## config.mk

```make
export PLATFORM = sky130hd
export DESIGN_NAME = tcc_timer
export DESIGN_NICKNAME = d
export VERILOG_FILES = /design/src/core/tcc_pkg.sv /design/src/core/tcc_timer.sv
export SDC_FILE = /design/constraint.sdc
export NUM_CORES = 1
export LEC_CHECK = 0
export ABC_AREA = 1
export BUFFER_PORTS_ARGS = -buffer_cell sky130_fd_sc_hd__buf_2
export CAP_MARGIN = 20
export CORE_MARGIN = 1
export CORE_UTILIZATION = 55
export DETAILED_ROUTE_END_ITERATION = 7
export GPL_TIMING_DRIVEN = 0
export PLACE_DENSITY = 0.73
export SLEW_MARGIN = 20
export SYNTH_ARGS = -nofsm -noshare
export SYNTH_HDL_FRONTEND = slang
export SYNTH_SLANG_ARGS = --single-unit
```

## constraint.sdc

```tcl
create_clock -name clk_in -period 6.2 [get_ports clk_in]
set_input_delay 0.31 -clock clk_in [delete_from_list [all_inputs] [get_ports clk_in]]
set_output_delay 0.31 -clock clk_in [all_outputs]
set_load 0.03 [all_outputs]
```

## src/core/tcc_pkg.sv

```systemverilog
// Purpose: Constants shared by the 8-bit timer/counter core
// Assumes: 8-bit register port, one system clock
// Notes:   Offsets are register indices on the plain port
package tcc_pkg;
    localparam int          TCC_DW          = 8;
    localparam int          TCC_AW          = 3;
    localparam int          TCC_PRE_W       = 10;
    // Register indices
    localparam logic [2:0]  TCC_OFS_CTRL_A  = 3'h0;
    localparam logic [2:0]  TCC_OFS_CTRL_B  = 3'h1;
    localparam logic [2:0]  TCC_OFS_COUNT   = 3'h2;
    localparam logic [2:0]  TCC_OFS_CMP_A   = 3'h3;
    localparam logic [2:0]  TCC_OFS_CMP_B   = 3'h4;
    localparam logic [2:0]  TCC_OFS_FLAG    = 3'h5;
    localparam logic [2:0]  TCC_OFS_MASK    = 3'h6;
    localparam logic [2:0]  TCC_OFS_ASYNC   = 3'h7;
    // Field positions
    localparam int          TCC_WGM0_BIT    = 0;
    localparam int          TCC_WGM1_BIT    = 1;
    localparam int          TCC_WGM2_BIT    = 3;
    localparam int          TCC_CS_LSB      = 0;
    localparam int          TCC_OVF_BIT     = 0;
    localparam int          TCC_CMPA_BIT    = 1;
    localparam int          TCC_CMPB_BIT    = 2;
    localparam int          TCC_AS_BIT      = 5;
    // Values
    localparam logic [7:0]  TCC_BOTTOM      = 8'h00;
    localparam logic [7:0]  TCC_MAX         = 8'hFF;
    localparam logic [7:0]  TCC_RST8        = 8'h00;
    localparam logic [2:0]  TCC_CS_STOP     = 3'h0;
    localparam logic [2:0]  TCC_WGM_NORMAL  = 3'h0;
    localparam logic [2:0]  TCC_WGM_PC_MAX  = 3'h1;
    localparam logic [2:0]  TCC_WGM_CTC     = 3'h2;
    localparam logic [2:0]  TCC_WGM_FP_MAX  = 3'h3;
    localparam logic [2:0]  TCC_WGM_PC_OCRA = 3'h5;
    localparam logic [2:0]  TCC_WGM_FP_OCRA = 3'h7;
    // Prescaler tap masks, divisor minus one
    localparam logic [9:0]  TCC_DIV1        = 10'h000;
    localparam logic [9:0]  TCC_DIV8        = 10'h007;
    localparam logic [9:0]  TCC_DIV32       = 10'h01F;
    localparam logic [9:0]  TCC_DIV64       = 10'h03F;
    localparam logic [9:0]  TCC_DIV128      = 10'h07F;
    localparam logic [9:0]  TCC_DIV256      = 10'h0FF;
    localparam logic [9:0]  TCC_DIV1024     = 10'h3FF;
    localparam logic [9:0]  TCC_PRE_ONE     = 10'h001;
    localparam logic [7:0]  TCC_ONE8        = 8'h01;

    typedef enum logic {TCC_DIR_UP, TCC_DIR_DOWN} tcc_dir_t;
endpackage : tcc_pkg

```

## src/core/tcc_timer.sv

```systemverilog
// Purpose: 8-bit timer/counter core with two compare channels
// Assumes: osc_pin_in is a slow crystal clock sampled by clk_in
// Notes:   Registers sit on a plain strobe port, read data one cycle late
//
// Design decisions made here: the address-and-strobe port and the placing of the registers.
`timescale 1ns/10ps

// Summary of operation
// RULE1: Count of zero is bottom; bottom indication raised there.
// RULE2: All ones is the maximum in every mode.
// RULE3: Top is the maximum or compare value A, by mode.
// RULE4: Count and both compare values are 8-bit software registers.
// RULE5: All requests sit in one flag register, each gated by a mask bit.
// RULE6: Clock select zero gives no ticks; counter halts.
// RULE7: Default tick source is the system clock via prescaler.
// RULE8: Async select bit takes ticks from the oscillator pin instead.
// RULE9: Both compare values are compared with the count at all times.
// RULE10: Equality sets that channel's compare flag, raising its request.
// RULE11: Each tick clears, increments or decrements per mode.
// RULE12: Steps are exactly one in the current direction; clear zeroes all bits.
// RULE13: Software reads and writes the count whether or not ticks run.
// RULE14: Software count write beats a same-cycle clear or count.
// RULE15: Three-bit mode: two bits in control A, one in control B.
// RULE16: Overflow flag set by mode condition, may raise a request.
// RULE17: Top and bottom indications are provided to waveform logic; top_out flags the all-ones maximum, not top.
// RULE18: Compare flag set on tick after equality; written one clears it.
// RULE19: A count write blocks compare matches for the next tick, even stopped.
// RULE20: Mode zero counts up, wraps to zero, sets overflow on reaching zero.
// RULE21: Mode two clears the count on match with compare A.
// RULE22: Oscillator ticks are synchronised safely into the register clock.
module tcc_timer
    import tcc_pkg::*;
(
    input  wire logic              clk_in,
    input  wire logic              resetn_in,
    input  wire logic [TCC_AW-1:0] addr_in,
    input  wire logic [TCC_DW-1:0] wr_data_in,
    input  wire logic              wr_en_in,
    input  wire logic              rd_en_in,
    input  wire logic              osc_pin_in,
    output logic      [TCC_DW-1:0] rd_data_out,
    output logic                   osc_pin_out,
    output logic                   ovf_req_out,
    output logic                   cmp_a_req_out,
    output logic                   cmp_b_req_out,
    output logic                   top_out,
    output logic                   bottom_out
);
    // Reset release through two flops
    logic        rst_meta_reg;
    logic        rst_sync_reg;
    always_ff @(posedge clk_in or negedge resetn_in) begin
        if (!resetn_in) begin
            rst_meta_reg <= 1'b0;
            rst_sync_reg <= 1'b0;
        end else begin
            rst_meta_reg <= 1'b1;
            rst_sync_reg <= rst_meta_reg;
        end
    end
    wire rstn = rst_sync_reg;

    logic [7:0]           control_register_a;
    logic [7:0]           control_register_b;
    logic [7:0]           timer_count_value;
    logic [7:0]           compare_value_a;
    logic [7:0]           compare_value_b;
    logic [7:0]           cmp_buf_a_reg;
    logic [7:0]           cmp_buf_b_reg;
    logic [2:0]           timer_flag_register;
    logic [2:0]           timer_mask_register;
    logic                 async_clock_select;
    logic [TCC_PRE_W-1:0] presc_reg;
    logic                 osc_meta_reg;
    logic                 osc_sync_reg;
    logic                 osc_last_reg;
    logic                 block_reg;
    tcc_dir_t             dir_reg;
    tcc_dir_t             dir_next;
    logic [7:0]           count_next;

    function automatic logic is_wr(input logic [2:0] a, input logic en, input logic [2:0] ofs);
        is_wr = en && (a == ofs);
    endfunction : is_wr

    function automatic logic [9:0] tap_mask(input logic [2:0] cs);
        case (cs)
            3'h1:    tap_mask = TCC_DIV1;
            3'h2:    tap_mask = TCC_DIV8;
            3'h3:    tap_mask = TCC_DIV32;
            3'h4:    tap_mask = TCC_DIV64;
            3'h5:    tap_mask = TCC_DIV128;
            3'h6:    tap_mask = TCC_DIV256;
            default: tap_mask = TCC_DIV1024;
        endcase
    endfunction : tap_mask

    // Register decode
    wire wr_ctrl_a = is_wr(addr_in, wr_en_in, TCC_OFS_CTRL_A);
    wire wr_ctrl_b = is_wr(addr_in, wr_en_in, TCC_OFS_CTRL_B);
    wire wr_count  = is_wr(addr_in, wr_en_in, TCC_OFS_COUNT);
    wire wr_cmp_a  = is_wr(addr_in, wr_en_in, TCC_OFS_CMP_A);
    wire wr_cmp_b  = is_wr(addr_in, wr_en_in, TCC_OFS_CMP_B);
    wire wr_flag   = is_wr(addr_in, wr_en_in, TCC_OFS_FLAG);
    wire wr_mask   = is_wr(addr_in, wr_en_in, TCC_OFS_MASK);
    wire wr_async  = is_wr(addr_in, wr_en_in, TCC_OFS_ASYNC);

    // Mode and source select
    wire       waveform_mode_bit0   = control_register_a[TCC_WGM0_BIT];
    wire       waveform_mode_bit1   = control_register_a[TCC_WGM1_BIT];
    wire       waveform_mode_bit2   = control_register_b[TCC_WGM2_BIT];
    // Third mode bit sits apart, in control B
    wire [2:0] waveform_mode_select = {waveform_mode_bit2, waveform_mode_bit1, waveform_mode_bit0}; // RULE15
    wire [2:0] clock_source_select  = control_register_b[TCC_CS_LSB +: 3];
    // Modes 4 and 6 fall back to normal counting
    wire       mode_pc   = (waveform_mode_select == TCC_WGM_PC_MAX) ||
                           (waveform_mode_select == TCC_WGM_PC_OCRA);
    wire       mode_fp   = (waveform_mode_select == TCC_WGM_FP_MAX) ||
                           (waveform_mode_select == TCC_WGM_FP_OCRA);
    wire       mode_ctc  = (waveform_mode_select == TCC_WGM_CTC);
    wire       mode_pwm  = mode_pc || mode_fp;
    wire       top_ocra  = (waveform_mode_select == TCC_WGM_PC_OCRA) ||
                           (waveform_mode_select == TCC_WGM_FP_OCRA);
    wire [7:0] top_value = top_ocra ? compare_value_a : TCC_MAX; // RULE3

    // Oscillator pin: plain two-flop synchroniser, edge seen on second copy
    wire osc_edge   = osc_sync_reg && !osc_last_reg; // RULE22
    // Prescaler advances on system clock or on oscillator edges
    wire presc_step = async_clock_select ? osc_edge : 1'b1; // RULE7 RULE8
    // Free-running, so the first tick after enabling comes at any phase
    wire [9:0] tap  = tap_mask(clock_source_select);
    wire timer_clock_tick = (clock_source_select != TCC_CS_STOP) && presc_step &&
                            ((presc_reg & tap) == tap); // RULE6

    // Status conditions
    wire at_bottom = (timer_count_value == TCC_BOTTOM); // RULE1
    wire at_max    = (timer_count_value == TCC_MAX); // RULE2
    wire at_top    = (timer_count_value == top_value);
    wire match_a   = (timer_count_value == compare_value_a); // RULE9
    wire match_b   = (timer_count_value == compare_value_b); // RULE9
    wire match_ok  = timer_clock_tick && !block_reg; // RULE19

    // Count sequence
    always_comb begin
        count_next = timer_count_value;
        dir_next   = dir_reg;
        if (mode_pc) begin
            case (dir_reg)
                TCC_DIR_UP: begin
                    if (at_top) begin
                        dir_next   = TCC_DIR_DOWN;
                        count_next = timer_count_value - TCC_ONE8; // RULE12
                    end else begin
                        count_next = timer_count_value + TCC_ONE8;
                    end
                end
                TCC_DIR_DOWN: begin
                    if (at_bottom) begin
                        dir_next   = TCC_DIR_UP;
                        count_next = timer_count_value + TCC_ONE8;
                    end else begin
                        count_next = timer_count_value - TCC_ONE8; // RULE12
                    end
                end
                default: begin
                    dir_next   = TCC_DIR_UP;
                    count_next = TCC_BOTTOM;
                end
            endcase
        end else if ((mode_ctc && match_a) || (mode_fp && at_top)) begin
            dir_next   = TCC_DIR_UP;
            count_next = TCC_BOTTOM; // RULE12 RULE21
        end else begin
            dir_next   = TCC_DIR_UP;
            count_next = timer_count_value + TCC_ONE8; // RULE20
        end
    end

    // Overflow condition per mode
    wire ovf_cond = mode_pc  ? (dir_reg == TCC_DIR_DOWN) && at_bottom :
                    mode_fp  ? at_top :
                    at_max; // RULE16 RULE20
    wire set_ovf  = timer_clock_tick && ovf_cond;
    // Matches use the pre-tick count, so a flag lands one tick late
    wire set_a    = match_ok && match_a; // RULE10 RULE18
    wire set_b    = match_ok && match_b; // RULE10 RULE18
    wire [2:0] flag_set = {set_b, set_a, set_ovf};
    wire [2:0] flag_clr = wr_flag ? wr_data_in[2:0] : 3'h0;
    // Buffer loads at top in PWM modes to avoid odd-length pulses
    wire buf_load = mode_pwm && timer_clock_tick && at_top;

    // Level requests, cleared through the flag register or dropped by the mask register
    wire [2:0] req_next = timer_flag_register & timer_mask_register; // RULE5

    // Read mux
    logic [7:0] rd_mux;
    always_comb begin
        case (addr_in)
            TCC_OFS_CTRL_A: rd_mux = control_register_a;
            TCC_OFS_CTRL_B: rd_mux = control_register_b;
            TCC_OFS_COUNT:  rd_mux = timer_count_value; // RULE13
            TCC_OFS_CMP_A:  rd_mux = mode_pwm ? cmp_buf_a_reg : compare_value_a;
            TCC_OFS_CMP_B:  rd_mux = mode_pwm ? cmp_buf_b_reg : compare_value_b;
            TCC_OFS_FLAG:   rd_mux = {5'h00, timer_flag_register};
            TCC_OFS_MASK:   rd_mux = {5'h00, timer_mask_register};
            TCC_OFS_ASYNC:  rd_mux = {2'h0, async_clock_select, 5'h00};
            default:        rd_mux = TCC_RST8;
        endcase
    end

    always_ff @(posedge clk_in or negedge rstn) begin
        if (!rstn) begin
            osc_meta_reg <= 1'b0;
            osc_sync_reg <= 1'b0;
            osc_last_reg <= 1'b0;
            presc_reg    <= '0;
        end else begin
            osc_meta_reg <= osc_pin_in; // RULE22
            osc_sync_reg <= osc_meta_reg;
            osc_last_reg <= osc_sync_reg;
            presc_reg    <= presc_step ? presc_reg + TCC_PRE_ONE : presc_reg;
        end
    end

    always_ff @(posedge clk_in or negedge rstn) begin
        if (!rstn) begin
            control_register_a <= TCC_RST8;
            control_register_b <= TCC_RST8;
            async_clock_select <= 1'b0;
            timer_mask_register <= 3'h0;
        end else begin
            if (wr_ctrl_a) control_register_a <= wr_data_in;
            if (wr_ctrl_b) control_register_b <= wr_data_in;
            if (wr_async) async_clock_select <= wr_data_in[TCC_AS_BIT]; // RULE8
            if (wr_mask) timer_mask_register <= wr_data_in[2:0]; // RULE5
        end
    end

    always_ff @(posedge clk_in or negedge rstn) begin
        if (!rstn) begin
            timer_count_value <= TCC_RST8;
            dir_reg           <= TCC_DIR_UP;
            block_reg         <= 1'b0;
        end else begin
            // Direction is kept across a count write
            if (wr_count) begin
                timer_count_value <= wr_data_in; // RULE14 RULE13
            end else if (timer_clock_tick) begin
                timer_count_value <= count_next; // RULE11
                dir_reg           <= dir_next;
            end
            // Held until a tick consumes it, so a stopped timer still blocks
            if (wr_count) block_reg <= 1'b1; // RULE19
            else if (timer_clock_tick) block_reg <= 1'b0;
        end
    end

    always_ff @(posedge clk_in or negedge rstn) begin
        if (!rstn) begin
            compare_value_a <= TCC_RST8;
            compare_value_b <= TCC_RST8;
            cmp_buf_a_reg   <= TCC_RST8;
            cmp_buf_b_reg   <= TCC_RST8;
        end else begin
            if (wr_cmp_a) cmp_buf_a_reg <= wr_data_in;
            if (wr_cmp_b) cmp_buf_b_reg <= wr_data_in;
            if (wr_cmp_a && !mode_pwm) compare_value_a <= wr_data_in; // RULE4
            else if (buf_load) compare_value_a <= cmp_buf_a_reg;
            if (wr_cmp_b && !mode_pwm) compare_value_b <= wr_data_in;
            else if (buf_load) compare_value_b <= cmp_buf_b_reg;
        end
    end

    // Set beats a same-cycle clear
    always_ff @(posedge clk_in or negedge rstn) begin
        if (!rstn) begin
            timer_flag_register <= 3'h0;
        end else begin
            timer_flag_register <= (timer_flag_register & ~flag_clr) | flag_set; // RULE18
        end
    end

    always_ff @(posedge clk_in or negedge rstn) begin
        if (!rstn) begin
            rd_data_out   <= TCC_RST8;
            osc_pin_out   <= 1'b0;
            ovf_req_out   <= 1'b0;
            cmp_a_req_out <= 1'b0;
            cmp_b_req_out <= 1'b0;
            top_out       <= 1'b0;
            bottom_out    <= 1'b0;
        end else begin
            // Zero outside the answer cycle, so reads can share an or-bus
            rd_data_out   <= rd_en_in ? rd_mux : TCC_RST8;
            // Feedback for the crystal amplifier, off when not in async mode
            osc_pin_out   <= async_clock_select && !osc_sync_reg;
            ovf_req_out   <= req_next[TCC_OVF_BIT]; // RULE5
            cmp_a_req_out <= req_next[TCC_CMPA_BIT]; // RULE10
            cmp_b_req_out <= req_next[TCC_CMPB_BIT]; // RULE10
            top_out       <= at_max; // RULE17
            bottom_out    <= at_bottom; // RULE17 RULE1
        end
    end
endmodule : tcc_timer

```

==> results.py <==
metrics = {
    "critical_path": {
        "critical_path_endpoint_category": "flop",
        "cpPeakStageDelay_ps": 400,
        "timing_worst_setup_path_type": "flop to flop",
        "timing.critical_path.cells": "buf_2, inv_1, ha_1, nand4_1, nor2_1, nand2_1, nand2_1, nor2_1, a21oi_1, nand2_1",
        "timing.critical_path.mode_cell": "nand2_1",
        "cp_num_buf_inv": 2,
        "cpMaxStageDelayCell": "dfrtp_1",
        "worstPathRequired_ps": 6470,
        "timing.critical_path.fanout_max": 7,
        "cpLargestDelayFamily": "simple AND/OR/NAND/NOR gates",
        "setup.worst_path.start_class": "flop",
        "arrival_ps": 2370,
    },
    "synthesis": {
        "cell_area_after_technology_mapping_um2": 5110,
        "synth.area.top_cells": "dfrtp_1 46%, nand2_1 14%, o21ai_0 6.8%",
        "synth_top_cells_by_count": "196 x nand2_1, 94 x dfrtp_1, 69 x o21ai_0",
        "postSynthRegisterBits": 94,
        "synthesis.area_per_instance_um2": 7.80,
        "synth_top_cell_by_area": "dfrtp_1",
        "netlist_instances": 656,
        "yosys_warnings": 0,
        "synth_top_cell_area_share_pct": 46.0,
        "syn-num-nets": 675,
        "ys_seq_area_share_pct": 46.0,
        "post-synth-top-count-cell": "nand2_1",
        "async_reset_ff_share_pct": 100,
        "synth_enable_flop_cells": 0,
        "synth_cell_type_count": 42,
        "synth-main-ff-cell": "dfrtp_1",
    },
    "die": {
        "floorplan.die_area_um2": 9690,
        "floorplan.die.width_um": 98.4,
        "die_height_um": 98.4,
        "num_io_pins": 30,
        "floorplan.initialDensity_pct": 57.8,
        "row_count": 34,
        "core_outline_area_um2": 8850,
    },
    "clock_tree": {
        "cts_root_buffer": "clkbuf_8",
        "htree_levels": 3,
        "cts-resized-gates": 0,
        "cts_made_buffers": 9,
        "cts.reportedPaths.clkPinSlew_ps": 100,
        "buffers_from_clock_root_to_sink_at_most": 2,
        "clkLatencyLatePin_ps": 370,
        "cts_tree": "yes",
        "numClockSinks": 94,
    },
    "finish": {
        "post_layout_net_count": 715,
        "area_growth_syn_to_layout_pct": 9.78,
        "number_of_flip_flops_under_the_largest_register_name": 10,
        "num_antenna_cells": 0,
        "post_route_cells_drive_above_1_share_pct": 13.1,
    },
    "timing": {
        "timing_max_transition_violations_final": 0,
        "report.final.hold_viol_count": 0,
        "final.period_utilization_pct": 34.0,
        "fmaxAchievable_mhz": 475,
        "tightest_slew_ps": 611,
        "min_period_ps": 2110,
        "finalClockSkew_ps": 12.8,
        "fin_ws_ps": 4090,
        "final-setup-viol-count": 0,
        "unrepaired_setup_endpoints_after_global_routing": "false",
        "worst_slew_margin_rel_pct": 59.3,
        "final_total_negative_setup_slack_ps": 0,
    },
    "drt": {
        "routed-via-count": 4641,
        "drc": 0,
        "first_iter_violations": 345,
        "first_pass_iteration_count_of_the_detailed_router": 7,
        "wl_per_cell_um": 17.1,
        "postRouteAntennaNets": 0,
        "route.final.wire_length_um": 13800,
        "drt_via_density": 5.74,
    },
    "global_routing": {
        "wire_length_of_the_first_global_routing_pass_um": 22900,
        "grt_start_max_net_pins": 48,
        "grt-ovfl-total": 0,
        "initial_antenna_violation_count": 0,
        "groute.usage.overall_pct": 30.9,
        "grt_pass1_vias": 4434,
    },
    "placement": {
        "gp_congestion": 0.996,
        "dp_hpwl_um": 10300,
        "dp_worst_setup_slack_ps": 4150,
        "port-buffer-count": 27,
    },
    "power": {
        "intPower_mw": 1.19,
        "swShare_pct": 42.3,
        "power_frac_comb_pct": 36.7,
        "ir_drop_v": 0.000146,
        "leakagePower_nw": 2.84,
        "power_density_nw_per_um2": 366,
        "total_switching_power_uw": 871,
        "share_clk_of_total_power_pct": 19.3,
        "total_design_power_mw": 2.06,
        "pwr-share-seq_pct": 43.9,
    },
    "job": {
        "maxCapViolations": 0,
    },
    "run_status": {
        "status": "completed",
    },
    "hold_path": {
        "type_of_the_tightest_min_delay_check": "primary input to flop",
    },
}
[per-layer routing]
layer	vias up	share of wire [%]	GRT usage [%]
met2	218	47	49.7
met3	31	7.7	5.11
li1	2199	-	-
met5	-	0	0
met1	2193	43	41.9
met4	0	2.5	12.6
[kinds of logic (layout without fill, tap and decap cells)]
| group | count (synthesis) | in the layout | synth area share, % |
|---|---|---|---|
| AO/OA/AOI/OAI | 124 | 124 | 13.8 |
| flip-flops | 94 | 94 | 46.0 |
| AND/OR/NAND/NOR | 308 | 308 | 26.5 |
| XOR/XNOR | 28 | 28 | 4.79 |
| buffers and inverters | 98 | 143 | 8.15 |
| adder cells (fa/ha/maj) | 3 | 3 | 0.734 |
| other | 1 | 1 | 0.0733 |
[cell type report]
cell class	instances	area (um2)
Timing Repair Buffer	29	173
Clock inverter	7	65.1
Buffer	17	113
Tap cell	108	135
Sequential cell	94	2360
Inverter	81	304
Fill cell	811	3230
Multi-Input combinational cell	464	2350
Clock buffer	9	124
[per-stage QoR]
stage	utilization, %	instance area, um2	hold slack (ps)	std cells
final	63.5	5620	45.3	809
after global routing	63.5	5620	35.1	809
after CTS	63.5	5620	39.9	809
after detailed placement	61.2	5420	95.5	792
after global placement	60.9	5390	94.3	791
after floorplan	-	5110	14.4	656
[path summary, 6_finish.rpt]
path,cells after the start,slack (ps),start,end
max,10,4090,timer_count_value[0],timer_count_value[4]
min,1,50,osc_pin_in,osc_meta_reg
max reg2reg,10,4090,timer_count_value[0],timer_count_value[4]
min reg2reg,0,360,rst_sync_reg,control_register_a[6]
max in group asynchronous,1,5200,rst_sync_reg,cmp_b_req_out
min in group asynchronous,2,240,resetn_in,rst_sync_reg
[cell usage in the layout, fill, tap and decap left out, types with 3 or more instances in the layout]
master	count
a211oi_1	3
a21oi_1	18
a221oi_1	5
a31oi_1	4
buf_2	32
buf_4	3
clkbuf_1	6
clkbuf_8	9
dfrtp_1	93
ha_1	3
inv_1	68
inv_2	13
inv_8	3
nand2_1	196
nand2_2	5
nand3_1	33
nand3b_1	4
nand4_1	10
nor2_1	39
nor2_2	4
nor2_4	4
nor3_1	5
o21ai_0	69
o21ai_1	6
o21ai_2	3
o22ai_1	8
xnor2_1	6
xor2_1	22
[power groups by stage]
stage               sequential [mW]  clock, mW  combinational [mW]
finish                        0.904      0.397               0.756
global route                  0.919      0.423               0.860
CTS                           0.900      0.400               0.747
detailed placement            0.912          0               0.743
global placement              0.910          0               0.726
floorplan                     0.895          0               0.540
[what timing repair did]
action / 4_1_cts / 5_1_grt
endpoints found under the setup margin: 0 / 0
hold endpoints to repair: 2 / 0
hold buffers: 1 / 0
buffers inserted: 0 / 0
No activity file was read; power rests on OpenSTA's default activity.
